### src/design/cpr_params.svh
// Register offsets, field positions and reset values of the channel register slice
`ifndef CPR_PARAMS_SVH
`define CPR_PARAMS_SVH

`define CPR_ADDR_W          7
`define CPR_DATA_W          16
`define CPR_ADDR_CHAN_MODE  7'h05
`define CPR_ADDR_SOFT_RESET 7'h06
`define CPR_ADDR_CH0_CODE   7'h07
`define CPR_ADDR_CH1_CODE   7'h08
`define CPR_ADDR_CH2_CODE   7'h09
`define CPR_ADDR_CH3_CODE   7'h0a
`define CPR_PWR_LSB         8
`define CPR_PWR_MSB         11
`define CPR_CLR_BIT         12
`define CPR_RST_BIT         8
`define CPR_CODE_LSB        4
`define CPR_CODE_MSB        15
`define CPR_REG_RESET       16'h0000
`define CPR_PWR_RESET       4'h0
`define CPR_CODE_RESET      12'h000

`endif

### src/design/cpr_pkg.sv
// Types shared by the channel register slice
package cpr_pkg;

  // One register access handed over by the serial front end
  typedef struct packed {
    logic        wr;
    logic        rd;
    logic [6:0]  addr;
    logic [15:0] wdata;
  } cpr_req_t;

  // Register read answer
  typedef struct packed {
    logic        valid;
    logic [15:0] data;
  } cpr_rsp_t;

endpackage : cpr_pkg

### src/design/cpr_code_reg.sv
// One channel code register with clear priority over write
`timescale 1ns/1ps
`include "cpr_params.svh"

module cpr_code_reg #(
  parameter int CODE_W = 12
) (
  input  wire logic              mclk,
  input  wire logic              nrst,
  input  wire logic              clear,
  input  wire logic              wr_en,
  input  wire logic [CODE_W-1:0] wdata,
  output logic      [CODE_W-1:0] code
);

  // Only the documented code width is served by the bit layout
  if (CODE_W != 12) begin : g_bad_code_w
    $error("cpr_code_reg: CODE_W must be 12");
  end

  // Clear wins over a write landing in the same cycle
  always_ff @(posedge mclk) begin
    if (!nrst || clear) begin
      code <= `CPR_CODE_RESET;
    end else if (wr_en) begin
      code <= wdata;
    end
  end

endmodule : cpr_code_reg

### src/design/cpr_regs.sv
// Channel power, soft reset and channel code registers behind the serial register port
// Notes on behaviour
// - Bits 11:8 of the mode register give per-channel power, bit 8 is channel 0.
// - A power bit at zero turns its channel off; one turns it on.
// - Data-clear bit 12 resets all channel codes and latch load bits only.
// - Full-reset bit 8 resets every register except CRC enable and reference select.
// - Both action bits clear themselves when the setting transaction ends.
// - Channel code is a 12-bit field at bits 15:4, reset zero, bits 3:0 reserved.
`timescale 1ns/1ps
`include "cpr_params.svh"

module cpr_regs #(
  parameter int NUM_CH = 4
) (
  input  wire logic            mclk,
  input  wire logic            nrst,
  input  wire cpr_pkg::cpr_req_t req,
  input  wire logic            xfer_done,
  output cpr_pkg::cpr_rsp_t    rsp,
  output logic [NUM_CH-1:0]    channel_power_on,
  output logic [11:0]          channel0_code_value,
  output logic [11:0]          channel1_code_value,
  output logic [11:0]          channel2_code_value,
  output logic [11:0]          channel3_code_value,
  output logic                 data_clear_strobe,
  output logic                 full_reset_strobe
);

  // The register map carries exactly four channels
  if (NUM_CH != 4) begin : g_bad_num_ch
    $error("cpr_regs: NUM_CH must be 4");
  end

  // Address match shared by write and read decoding
  function automatic logic addr_is(input logic [6:0] a, input logic [6:0] target);
    addr_is = (a == target);
  endfunction : addr_is

  logic        pend_clr;
  logic        pend_rst;
  logic        next_pend_clr;
  logic        next_pend_rst;
  logic [3:0]  next_power;
  logic [11:0] codes [4];
  logic [3:0]  code_wr;

  // Write decode
  wire wr_mode   = req.wr && addr_is(req.addr, `CPR_ADDR_CHAN_MODE);
  wire wr_soft   = req.wr && addr_is(req.addr, `CPR_ADDR_SOFT_RESET);
  wire set_clr   = wr_soft && req.wdata[`CPR_CLR_BIT];
  wire set_rst   = wr_soft && req.wdata[`CPR_RST_BIT];

  // self-clear at end
  // A request written in the finishing cycle still acts at that end
  wire act_clr   = (pend_clr || set_clr) && xfer_done;
  wire act_rst   = (pend_rst || set_rst) && xfer_done;
  assign next_pend_clr = (pend_clr || set_clr) && !xfer_done;
  assign next_pend_rst = (pend_rst || set_rst) && !xfer_done;

  // data clear scope
  // Full reset also covers the code registers, so it joins the clear
  wire codes_clear = act_clr || act_rst;

  // power bit field
  // Reset action wins over a power write in the same cycle
  assign next_power = act_rst ? `CPR_PWR_RESET :
                      wr_mode ? req.wdata[`CPR_PWR_MSB:`CPR_PWR_LSB] : channel_power_on;

  // Pending actions wait for the end of their transaction
  always_ff @(posedge mclk) begin
    if (!nrst) begin
      pend_clr <= 1'b0;
      pend_rst <= 1'b0;
    end else begin
      pend_clr <= next_pend_clr;
      pend_rst <= next_pend_rst;
    end
  end

  // channel power level
  // Power enables drive the output stages directly, so they sit in flops
  always_ff @(posedge mclk) begin
    if (!nrst) begin
      channel_power_on <= `CPR_PWR_RESET;
    end else begin
      channel_power_on <= next_power;
    end
  end

  // Strobes tell the latch control and configuration logic to reset themselves;
  // that logic keeps CRC enable and reference select on a full reset
  always_ff @(posedge mclk) begin
    if (!nrst) begin
      data_clear_strobe <= 1'b0;
      full_reset_strobe <= 1'b0;
    end else begin
      data_clear_strobe <= codes_clear;
      full_reset_strobe <= act_rst;
    end
  end

  genvar gi;
  generate
    for (gi = 0; gi < 4; gi++) begin : g_ch
      assign code_wr[gi] = req.wr &&
        addr_is(req.addr, 7'(`CPR_ADDR_CH0_CODE + gi));
      cpr_code_reg #(
        .CODE_W (12)
      ) u_code (
        .mclk  (mclk),
        .nrst  (nrst),
        .clear (codes_clear),
        .wr_en (code_wr[gi]),
        .wdata (req.wdata[`CPR_CODE_MSB:`CPR_CODE_LSB]),
        .code  (codes[gi])
      );
    end
  endgenerate

  assign channel0_code_value = codes[0];
  assign channel1_code_value = codes[1];
  assign channel2_code_value = codes[2];
  assign channel3_code_value = codes[3];

  // reserved read zero
  // Read selection; action bits and reserved bits return zero
  wire [3:0]  rd_ch  = req.addr[3:0] - 4'(`CPR_ADDR_CH0_CODE);
  wire        rd_cod = (req.addr >= `CPR_ADDR_CH0_CODE) && (req.addr <= `CPR_ADDR_CH3_CODE);
  wire [15:0] rd_mux = addr_is(req.addr, `CPR_ADDR_CHAN_MODE) ?
                         {4'h0, channel_power_on, 8'h00} :
                       rd_cod ? {codes[rd_ch[1:0]], 4'h0} : `CPR_REG_RESET;

  // Read answer one cycle after the request
  always_ff @(posedge mclk) begin
    if (!nrst) begin
      rsp <= '0;
    end else begin
      rsp.valid <= req.rd;
      rsp.data  <= req.rd ? rd_mux : `CPR_REG_RESET;
    end
  end
endmodule : cpr_regs

### config.mk
export PLATFORM = sky130hd
export DESIGN_NAME = cpr_regs
export DESIGN_NICKNAME = d
export VERILOG_FILES = /design/src/design/cpr_pkg.sv /design/src/design/cpr_code_reg.sv /design/src/design/cpr_regs.sv
export VERILOG_INCLUDE_DIRS = /design/src /design/src/design
export SDC_FILE = /design/constraint.sdc
export NUM_CORES = 1
export LEC_CHECK = 0
export BUFFER_PORTS_ARGS = -buffer_cell sky130_fd_sc_hd__clkbuf_2
export CAP_MARGIN = 20
export CELL_PAD_IN_SITES_DETAIL_PLACEMENT = 1
export CELL_PAD_IN_SITES_GLOBAL_PLACEMENT = 2
export CORE_UTILIZATION = 33
export DETAILED_ROUTE_END_ITERATION = 10
export GPL_TIMING_DRIVEN = 0
export PLACE_DENSITY = 0.93
export SYNTH_ARGS = -nofsm -noshare
export SYNTH_HDL_FRONTEND = slang
export SYNTH_SLANG_ARGS = --single-unit
### constraint.sdc
create_clock -name mclk -period 5.8 [get_ports mclk]
set_input_delay 0.58 -clock mclk [delete_from_list [all_inputs] [get_ports mclk]]
set_output_delay 0.58 -clock mclk [all_outputs]
set_load 0.02 [all_outputs]
* After elaboration in Yosys (flattened, before gate mapping)
Index checks and enable logic that the tools add are counted.
Widths: inputs -> output; s select.
** Word-level totals
- Register bits :: 73
- Word-level logic and storage cells :: 55
- Output and inout port bits :: 71
- Input bits :: 28
** Cells by class
- Reductions and logical operators :: 23
- Equal/unequal tests :: 6
- Bitwise operators :: 4
- $add $sub $neg :: 1
- Muxes and demuxes :: 5
- Order comparisons :: 3
** Operators by type and width (count)
- $mux 12 :: 4
- $bmux 12 s2 :: 1
- $eq 7x3->1 const B :: 3
- $eq 7x4->1 const B :: 3
- $logic_and 1x1->1 :: 13
- $ge 7x3->1 const B :: 1
- $le 7x4->1 const B :: 1
- $logic_or 1x1->1 :: 4
- $reduce_or 4->1 :: 1
- $ge 3x3->1 const B :: 1
- $not 1->1 :: 3
- $not 2->3 :: 1
- $reduce_or 3->1 :: 1
- $logic_not 1->1 :: 2
- $reduce_and 2->1 :: 1
- $reduce_or 2->1 :: 1
- $sub 2x2->2 const B :: 1

* Depth between registers and ports, before layout
Gate-level depths: netlist of run 1.
- Depth in word-level cells :: 7
- Gate-level depth with buffers :: 10
- Gate-level depth less buffers :: 6

* Cells and area by module
From an unflattened synthesis of run 1, not the netlist that was laid out.
** Second synthesis, totals
- Cell total of the unflattened synthesis :: 263
- Area, all modules :: 2904.0 um^2
** By module, submodules not included
- cpr_code_reg :: sequential area each 240.2 um^2, times used 4, cells each 39, area an instance 427.9 um^2
- cpr_regs :: sequential area each 420.4 um^2, times used 1, cells each 107, area an instance 1192.4 um^2

* Worst setup path after synthesis of run 1
OpenSTA, ideal clock, no wires.
- Path type :: input-to-reg
- From :: input port req[16] (netlist name)
- To :: register g_ch[0].u_code.code[0]
- Arrival :: 2.270 ns
- Cell stages on the path :: 10
- Path buffers :: 4
- Setup slack :: 3.466 ns
- Library setup time :: 0.064 ns
- Required time :: 5.736 ns
- Cells stage by stage :: buf_2 > buf_4 > inv_1 > ha_1 > and4b_1 > a41o_1 > o21bai_1 > buf_6 > buf_6 > nor2_1
** On the way
- Word-level cells in the longest chain between the ends :: 7
- Elaborated cells on any way between the ends :: 12
- Classes of those cells :: eq/ne (2); reduce/logical (10)
** RTL lines
- start, declared :: line cpr_regs.sv:17 : input wire cpr_pkg::cpr_req_t req,
- $eq 7x3->1 :: line cpr_regs.sv:36 : addr_is = (a == target);
- $logic_and 1x1->1 :: line cpr_regs.sv:49 : wire wr_soft = req.wr && addr_is(req.addr, `CPR_ADDR_SOFT_RESET);
- $logic_and 1x1->1, on equally long branches :: line cpr_regs.sv:50, cpr_regs.sv:51
- $logic_or 1x1->1, on equally long branches :: line cpr_regs.sv:55, cpr_regs.sv:56
- $logic_and 1x1->1, on equally long branches :: line cpr_regs.sv:55, cpr_regs.sv:56
- $logic_or 1x1->1 :: line cpr_regs.sv:62 : wire codes_clear = act_clr || act_rst;
- $logic_or 1x1->1 :: line cpr_code_reg.sv:23 : if (!nrst || clear) begin
- end signal, assigned :: line cpr_code_reg.sv:24 : code <= `CPR_CODE_RESET;
- end signal, assigned :: line cpr_code_reg.sv:26 : code <= wdata;
- end, declared :: line cpr_code_reg.sv:13 : output logic [CODE_W-1:0] code
Several ways; a longest one is shown, not always the timed one.
A chain may end at the register's enable or synchronous reset.

* Final worst setup path of run 1
- From :: input port req[16] (netlist name)
- To :: register rsp[5] (netlist name)
** On the way
- Word-level cells in the longest chain between the ends :: 5
- Elaborated cells on any way between the ends :: 11
- Classes of those cells :: add/sub (1); order compare (2); eq/ne (1); mux (3); bitwise (2); reduce/logical (2)
** RTL lines
- $sub 2x2->2 :: line cpr_regs.sv:127 : wire [3:0] rd_ch = req.addr[3:0] - 4'(`CPR_ADDR_CH0_CODE);
- $not 2->3 (not written as such) :: line cpr_regs.sv:131 : rd_cod ? {codes[rd_ch[1:0]], 4'h0} : `CPR_REG_RESET;
- $bmux 12 s2 :: line cpr_regs.sv:131
- $mux 12 (not written as such) (2 in a row) :: line cpr_regs.sv:131
- end, declared :: line cpr_regs.sv:19 : output cpr_pkg::cpr_rsp_t rsp,
Several ways; a longest one is shown, not always the timed one. The select of a mux whose other input is x is not followed.

==> results of run 1 <==
-- power by group --
part	internal (W)	leakage, nW	switching, W	total (W)
Sequential	0.000475	0.556	0.000000843	0.000475
Combinational	0.0000228	0.892	0.0000389	0.0000617
Clock	0.000222	0.102	0.000185	0.000407
-- flip-flops by register name, indices dropped and copies added (netlist names) --
name,flops
channel_power_on,4
data_clear_strobe,1
full_reset_strobe,1
g_ch.u_code.code,48
pend_clr,1
pend_rst,1
rsp,13
-- worst max-delay path, cell delays in order --
cell and delay [ns]:
clkbuf_2 0.11, buf_2 0.21, buf_4 0.28, inv_1 0.09, ha_1 0.39, buf_1 0.57
mux4_2 0.40, nor2b_1 0.16
-- metal layers --
layer,part of all wire [%],GRT usage (%),up-vias
met2,49,33.7,80
met5,0,0,-
met3,5.1,4.98,10
li1,-,-,1101
met1,44,23.2,1134
met4,1.3,5.47,0
-- per-stage QoR --
| stage | power [W] | hold WS, ns | area [sq um] | setup WS [ns] | util [%] |
|---|---|---|---|---|---|
| floorplan | 0.000521 | 0.450 | 2930 | 3.47 | - |
| global placement | 0.000547 | 0.470 | 3510 | 2.87 | 41.9 |
| detailed placement | 0.000549 | 0.478 | 3510 | 2.79 | 41.9 |
| CTS | 0.000955 | 0.492 | 3720 | 3.16 | 44.4 |
| global route | 0.000981 | 0.513 | 3720 | 3.02 | 44.4 |
| finish | 0.000944 | 0.486 | 3720 | 3.19 | 44.4 |
-- cell families after synthesis --
family | Yosys count | synth area share (%)
compound gates | 12 | 2.70
fa+ha+maj | 4 | 1.72
buf+inv | 25 | 5.79
flops | 69 | 47.3
mux | 64 | 27.1
other cells | 1 | 0.129
simple gates | 88 | 15.2
-- final timing paths --
check	end	slack, ns	cells after the start
setup / recovery	rsp[5]$_SDFF_PP0_	3.19	8
hold / removal	rsp[8]$_SDFF_PN0_	0.49	2
setup reg to reg	g_ch[2].u_code.code[7]$_SDFFE_PP0P_	4.23	6
hold reg to reg	rsp[8]$_SDFF_PN0_	0.49	2
-- cells in the mapped netlist (2+ instances only) --
cell       n  area share, %
clkbuf_1   2           0.26
and4_1     2           0.60
nand2_1   10            1.3
a31oi_1    2           0.43
a21oi_1    2           0.34
nor2b_1   10            2.1
buf_4      5            1.3
nor3_4     4            2.2
dfxtp_1   69             47
mux4_2    12            9.3
o21ai_0    4           0.69
mux2i_1   52             18
ha_1       4            1.7
nor2_1    55            7.1
buf_2      3           0.51
inv_1      7           0.90
nand2b_1   2           0.43
buf_6      7            2.7
-- final cells by class --
class                           instances  area share (%)
Inverter                                7           0.706
Multi-Input combinational cell        172            37.1
Clock buffer                           11            4.07
Buffer                                 18            3.83
Timing Repair Buffer                   90            12.1
Tap cell                              105            3.53
Sequential cell                        69            37.1
Clock inverter                          5            1.58
==> metrics.txt, run 1 <==
total negative setup slack=0 ns; # H-tree levels=3; Cell Rows=33; final net count=399; HP Class=reg2reg; final std cells w/o fill=477; flops & latches, synth=a little under 70; post-DR vias/cell=~5; post_cts resized=0; # clock sinks=between 60 and 70; final wirelength=8230 microns; Arr. time, crit path=~2.8 ns; cts hold-fix bufs=0; remaining routing DRC violations=0; first-pass GRT wire length=12900 microns; critical setup path kind=in2reg; root buf cell=clkbuf_8; Mean Syn Cell Area=about 11 sq um; Pre-antenna DRT Iters=4; commonest cells after routing, fill and taps aside=90 x clkbuf_2, 69 x dfxtp_1, 55 x nor2_1, 52 x mux2i_1, 12 x mux4_2; commonest register cell after synthesis=dfxtp_1; final setup fails=0; largest net degree at the start of global routing=13; number of max-cap violations=0; YS warnings=0; setup bufs post-CTS=0; min Tclk post-route=2.61 ns; status=completed; Num CTS Buffers=9; grt ovf=0; Pwr Density=~250 nW/um^2; Netlist cell types=29; Post-synth EDFFs=0; clk buf depth=2; RSZ-0062 raised after global routing=no; CTS tree=yes; total number of vias=approximately 2300; Post-synth ARST share=0%; I/O pin count=99; hpwl dp=6100 microns; worst reg2reg startpoint=pend_rst$_SDFF_PN0_; beginning of the worst hold path=channel_power_on[0]$_SDFFE_PP0P_; Core Box Area=between 8000 and 9000 sq um; Slew Limit Fails=0; Die Area=9220 sq um; Clock transition at path regs=approximately 0.080 ns; VDD IR max=about 0.1 mV; Fin. Hold Viols=0; Sequential Area=1380 sq um; port bufs=90; layout cell share with drive strength beyond 1=between 30 and 40%; CP Capture Type=flop; crit share post-route=between 40 and 50%; slew of the pin with the lowest slew margin=0.709 ns; Setup crit start kind=input pin; post-synthesis cell area=between 2000 and 3000 sq um; area grow syn2layout=27.5%; FMAX=between 300 and 400 MHz; Worst-Skew Late Latency=around 0.34 ns; area of the multi-input gates=about 1400 sq um; antenna diode count=0; critical path data required time=6.00 ns; Rel. slew slack=52.7%; RePlAce Congestion=roughly 0.84; Synth Instances=263; most common cell after layout, fill and taps aside=clkbuf_2; crit-path max FO=10; Chip Width=96.0 microns; Die Ht=roughly 96 microns; CP Launch Point=req[16]; GRT Overall Usage=19.3%; initial drt markers=just under 60; fillers=~940; number of global-route vias before repair=2441; Leakage=1.55 nW; initial antenna violation count=0; Initial Util=a little over a third; post-route ant nets=0; register area share after synthesis=47.3%; placed insts=roughly 460; Worst Skew=approximately 0.0054 ns; average wire per standard cell=about 17 microns
Power figures use the tool's default switching activity.
==> run 2: changes to the inputs <==
CORE_UTILIZATION = 31   (was 33)
PLACE_DENSITY = 0.89   (was 0.93)
clock period = 2.5 ns   (was 5.8 ns; I/O delays follow)
==> run 2 against run 1 <==
Setup slack got worse by 3.0 ns. Die area increased by 6.3%. Combinational power increased by 130%. Sequential power increased by 130%. Flip-flop and latch count unchanged. Via count decreased by 0.34%. Count of clock-buffer cells in the layout decreased by 1. Register-to-register slack got worse by 3.3 ns. Wire length increased by 3.0%. Critical path depth unchanged. Design area increased by 0.34%. Largest cell class unchanged.
==> metrics.txt, run 2 (synthesized netlist as in run 1, its figures left out) <==
status=completed; area of the multi-input gates=1380 sq um (unchanged); setup bufs post-CTS=0 (unchanged); antenna diode count=0 (unchanged); Worst-Skew Late Latency=0.35 ns (about the same); VDD IR max=0.256 mV (+160%); grt ovf=0 (unchanged); Rel. slew slack=47.4% (-5.3 points); Num CTS Buffers=9 (unchanged); Fin. Hold Viols=0 (unchanged); cts hold-fix bufs=0 (unchanged); most common cell after layout, fill and taps aside=clkbuf_2; slew of the pin with the lowest slew margin=0.788 ns (+0.0794 ns); initial drt markers=41 (-29%); port bufs=90 (unchanged); final setup fails=0 (unchanged); biggest regs=g_ch.u_code.code x48, rsp x13, channel_power_on x4; Pre-antenna DRT Iters=4 (unchanged); RSZ-0062 raised after global routing=no; Worst Skew=0.0122 ns (+0.00683 ns); Slew Limit Fails=0 (unchanged); commonest cells after routing, fill and taps aside=90 x clkbuf_2, 69 x dfxtp_1, 55 x nor2_1, 52 x mux2i_1, 12 x mux4_2; RePlAce Congestion=0.786 (-6.0%); crit share post-route=approximately nine tenths; clk buf depth=2 (unchanged); initial antenna violation count=0 (unchanged); FMAX=approximately 440 MHz; root buf cell=clkbuf_8; CTS tree=yes; number of global-route vias before repair=2431 (-0.41%); final net count=399 (unchanged); Core Box Area=9200 sq um (+9.7%); Pwr Density=604 nW/um^2 (+140%); placed inst area=3520 sq um (+0.21%); GRT Overall Usage=18.3% (-0.97 points); total number of vias=2317 (-0.34%); I/O pin count=99 (unchanged); Largest register FFs=48 (unchanged); post-route ant nets=0 (unchanged); Sequential Area=1380 sq um (unchanged); Finished Cell Area=3730 sq um (+0.34%); Top reg by flops=g_ch.u_code.code; # H-tree levels=3 (unchanged); post_cts resized=0 (unchanged); area grow syn2layout=28.0%; Die Area=9800 sq um (+6.3%); number of max-cap violations=0 (unchanged); # clock sinks=69 (unchanged); critical setup path kind=in2reg; first-pass GRT wire length=13200 microns (+3.0%); average wire per standard cell=17.5 microns (+1.7%); Die Ht=99.0 microns (+3.1%); min Tclk post-route=2.27 ns; Arr. time, crit path=2.49 ns (-0.31 ns); fillers=1080 (+15%); Clock transition at path regs=0.08 ns (about the same); hpwl dp=6210 microns (+1.8%); final wirelength=8480 microns (+3.0%); Initial Util=31.7% (-3.1 points); overall power=0.00226 W (+140%); CP Capture Type=flop; Chip Width=99.0 microns (+3.1%); total negative setup slack=0 ns (unchanged); largest net degree at the start of global routing=13 (unchanged); Cell Rows=35 (+6.1%); Place WS=-0.218 ns (-3.01 ns); remaining routing DRC violations=0 (unchanged); layout cell share with drive strength beyond 1=37.4% (-0.27 points); crit-path max FO=10 (unchanged); HP Class=in2reg; post-DR vias/cell=4.80 (-1.6%); Leakage=1.56 nW (+0.56%); critical path data required time=2.71 ns (-3.29 ns); Setup crit start kind=input pin; setup ws final=0.227 ns (-2.97 ns)
-- run 2: cell types whose count changed in the layout (fill, tap and decap cells not counted), sizes merged --
cell      change
clkinv        +2
clkinvlp      -2
bufinv        +1
clkbuf        -1
-- run 2: area by class of cell --
cell class              count  share of cell area (%)
plain buffers              18                    3.82
clock buffers              10                    3.42
clock inverters             6                    2.35
inverters                   7                   0.704
multi-input cells         172                    36.9
flip-flops and latches     69                    37.0
well taps                 111                    3.72
repair buffers             90                    12.1
-- run 2: path summary, 6_finish.rpt --
kind                                         start  slack, ns  depth (start not counted)                                  end
hold reg to reg   channel_power_on[3]$_SDFFE_PP0P_       0.49                          2                   rsp[11]$_SDFF_PN0_
setup / recovery                           req[16]       0.23                          8                    rsp[6]$_SDFF_PP0_
setup reg to reg               pend_rst$_SDFF_PN0_       0.92                          6  g_ch[0].u_code.code[1]$_SDFFE_PP0P_
hold / removal                           xfer_done       0.19                          3         data_clear_strobe$_SDFF_PN0_
-- run 2: power by group --
group	switching [W]	internal, W
registers	0.00000187	0.00110
clock network	0.000447	0.000563
logic	0.0000911	0.0000528
total	0.000540	0.00172
-- run 2: critical path, cell delays in order --
cell      delay [ns]
clkbuf_2        0.11
buf_2           0.20
buf_4           0.29
inv_1           0.10
ha_1            0.35
buf_1           0.62
mux4_2          0.42
nor2b_1         0.14
-- run 2: per-layer routing --
| metal | up-vias | track usage (%) | wire (microns) |
|---|---|---|---|
| met4 | 0 | 5.86 | 73 |
| met5 | - | 0 | 0 |
| met2 | 69 | 31.1 | 4270 |
| met1 | 1139 | 23.0 | 3700 |
| li1 | 1102 | - | - |
| met3 | 7 | 3.97 | 429 |
-- run 2: per-stage QoR --
stage / std cells / util [%] / hold slack [ns]
finish: 483 / 40.6 / 0.193
detailed placement: 467 / 38.3 / 0.480
floorplan: 266 / - / 0.388
CTS: 483 / 40.6 / 0.182
global route: 483 / 40.6 / 0.192
global placement: 467 / 38.3 / 0.472
==> run 3: changes to the inputs <==
CORE_UTILIZATION = 28   (was 31)
GPL_TIMING_DRIVEN = default   (was 0)
PLACE_DENSITY = 0.85   (was 0.89)
clock period = 1.9 ns   (was 2.5 ns; I/O delays follow)
==> run 3 against run 2 <==
Register-to-register slack worse by 0.43 ns. Wire length down 8.9%. Core utilization down 2.6 points. Critical endpoint is now g_ch[3].u_code.code[11]$_SDFFE_PP0P_.
==> metrics.txt, run 3 (synthesized netlist as in run 1, its figures left out) <==
Die Ht=104 microns (+5.1%); Die Area=10800 sq um (+10%); Clock transition at path regs=0.07 ns (about the same); root buf cell=clkbuf_8; first-pass GRT wire length=12400 microns (-6.3%); Num CTS Buffers=9 (unchanged); crit-path max FO=48 (+38); placed inst area=3530 sq um (+0.46%); Largest register FFs=48 (unchanged); cts hold-fix bufs=0 (unchanged); most common cell after layout, fill and taps aside=clkbuf_2; post-route ant nets=0 (unchanged); Sequential Area=1380 sq um (unchanged); RSZ-0062 raised after global routing=no; grt met1 use=17.7% (-5.3 points); reg2reg setup slack=0.49 ns (-0.43 ns); Finished Cell Area=3780 sq um (+1.3%); final core utilization=38.0% (-2.6 points); area of the multi-input gates=1390 sq um (+0.82%); final net count=392 (-1.8%); Leakage=1.55 nW (-0.41%); post_cts resized=0 (unchanged); CP Capture Type=flop; grt met2 use=25.3% (-5.8 points); VDD IR max=0.344 mV (+35%); critical path data required time=2.13 ns (-0.58 ns); Worst Hold Path Cells=3 (unchanged); Chip Width=104 microns (+5.1%); grt ovf=0 (unchanged); Setup crit start kind=input pin; total number of vias=2231 (-3.7%); initial antenna violation count=0 (unchanged); remaining routing DRC violations=0 (unchanged); critical setup path kind=in2reg; CTS tree=yes; average wire per standard cell=15.5 microns (-12%); setup bufs post-CTS=0 (unchanged); # H-tree levels=3 (unchanged); worst reg2reg startpoint=pend_rst$_SDFF_PN0_; min Tclk post-route=roughly 1.4 ns; FMAX=~700 MHz; I/O pin count=99 (unchanged); Cell Rows=36 (+2.9%); HP Class=in2reg; hpwl dp=5550 microns (-11%); total negative setup slack=0 ns (unchanged); final setup fails=0 (unchanged); FF-to-FF End=g_ch[3].u_code.code[11]$_SDFFE_PP0P_; RePlAce Congestion=0.740 (-5.9%); Arr. time, crit path=1.66 ns (-0.83 ns); Slew Limit Fails=0 (unchanged); clk buf depth=2 (unchanged); number of max-cap violations=0 (unchanged); fillers=1130 (+4.6%); Initial Util=29.3% (-2.4 points); Pre-antenna DRT Iters=4 (unchanged); final wirelength=7720 microns (-8.9%); antenna diode count=0 (unchanged); setup ws final=0.471 ns (+0.244 ns); initial drt markers=47 (+15%); area grow syn2layout=29.6%; Core Box Area=9950 sq um (+8.2%); largest net degree at the start of global routing=49 (+36); Worst Skew=0.00901 ns (-0.00324 ns); Pwr Density=816 nW/um^2 (+35%); post-DR vias/cell=4.48 (-6.6%); layout cell share with drive strength beyond 1=37.5% (+0.17 points); worst r2r path cells=5 (-1); Worst-Skew Late Latency=0.34 ns (about the same); Top reg by flops=g_ch.u_code.code; beginning of the worst hold path=xfer_done; Place WS=0.111 ns (+0.329 ns); status=completed; biggest regs=g_ch.u_code.code x48, rsp x13, channel_power_on x4; port bufs=90 (unchanged); GRT Overall Usage=14.9% (-3.4 points); commonest cells after routing, fill and taps aside=90 x clkbuf_2, 69 x dfxtp_1, 55 x nor2_1, 52 x mux2i_1, 12 x mux4_2; end of the worst hold path=full_reset_strobe$_SDFF_PN0_; GRT busiest layer=met2; Fin. Hold Viols=0 (unchanged); met3 GRT Util=5.51% (+1.5 points); number of global-route vias before repair=2289 (-5.8%); # clock sinks=69 (unchanged); crit share post-route=between 70% and 80%
[run 3: changes by cell type in the layout (fill, tap and decap cells not counted), sizes merged]
cell | before | now
buf | 16 | 11
clkinv | 4 | 1
clkinvlp | 0 | 2
bufinv | 2 | 3
clkbuf | 102 | 100
[run 3: critical path: stages]
cell,delay [ns]
clkbuf_2,0.10
inv_1,0.08
ha_1,0.20
and4b_1,0.26
a41o_1,0.29
o21bai_4,0.17
buf_12,0.24
nor2_1,0.08
[run 3: power breakdown]
group | internal (W) | leakage (nW) | switching [W]
Combinational | 0.0000661 | 0.877 | 0.000110
Sequential | 0.00145 | 0.556 | 0.00000227
Clock | 0.000905 | 0.119 | 0.000555
Total | 0.00242 | 1.55 | 0.000668
[run 3: stage by stage]
| stage | hold slack [ns] | instances | power [W] |
|---|---|---|---|
| after floorplan | 0.328 | 266 | 0.00159 |
| after global placement | 0.473 | 482 | 0.00166 |
| after detailed placement | 0.470 | 482 | 0.00166 |
| after CTS | 0.0910 | 498 | 0.00315 |
| after global routing | 0.107 | 498 | 0.00322 |
| final | 0.119 | 498 | 0.00309 |
[run 3: layer usage]
layer / vias up / routed length, microns
met1: 1083 / 3440
met5: - / 0
li1: 1081 / -
met4: 0 / 40
met2: 63 / 3760
met3: 4 / 470
[run 3: worst max path at each step]
stage                              startpoint                                   end  depth (start not counted)
final                                 req[16]  g_ch[3].u_code.code[11]$_SDFFE_PP0P_                          8
after global routing                  req[16]   g_ch[0].u_code.code[1]$_SDFFE_PP0P_                          8
after CTS                 pend_rst$_SDFF_PN0_  g_ch[3].u_code.code[11]$_SDFFE_PP0P_                          5
after detailed placement              req[16]  g_ch[3].u_code.code[11]$_SDFFE_PP0P_                          8
after global placement                req[16]   g_ch[0].u_code.code[8]$_SDFFE_PP0P_                          8
after floorplan                       req[16]   g_ch[0].u_code.code[0]$_SDFFE_PP0P_                         10
[run 3: final cells by class]
type                       count  share of cell area (%)
inverter                       7                   0.695
clock buffer                  10                    3.64
timing repair buffer         101                    15.1
multi-input combinational    172                    36.8
sequential                    69                    36.5
clock inverter                 6                    2.91
tap                          133                    4.40
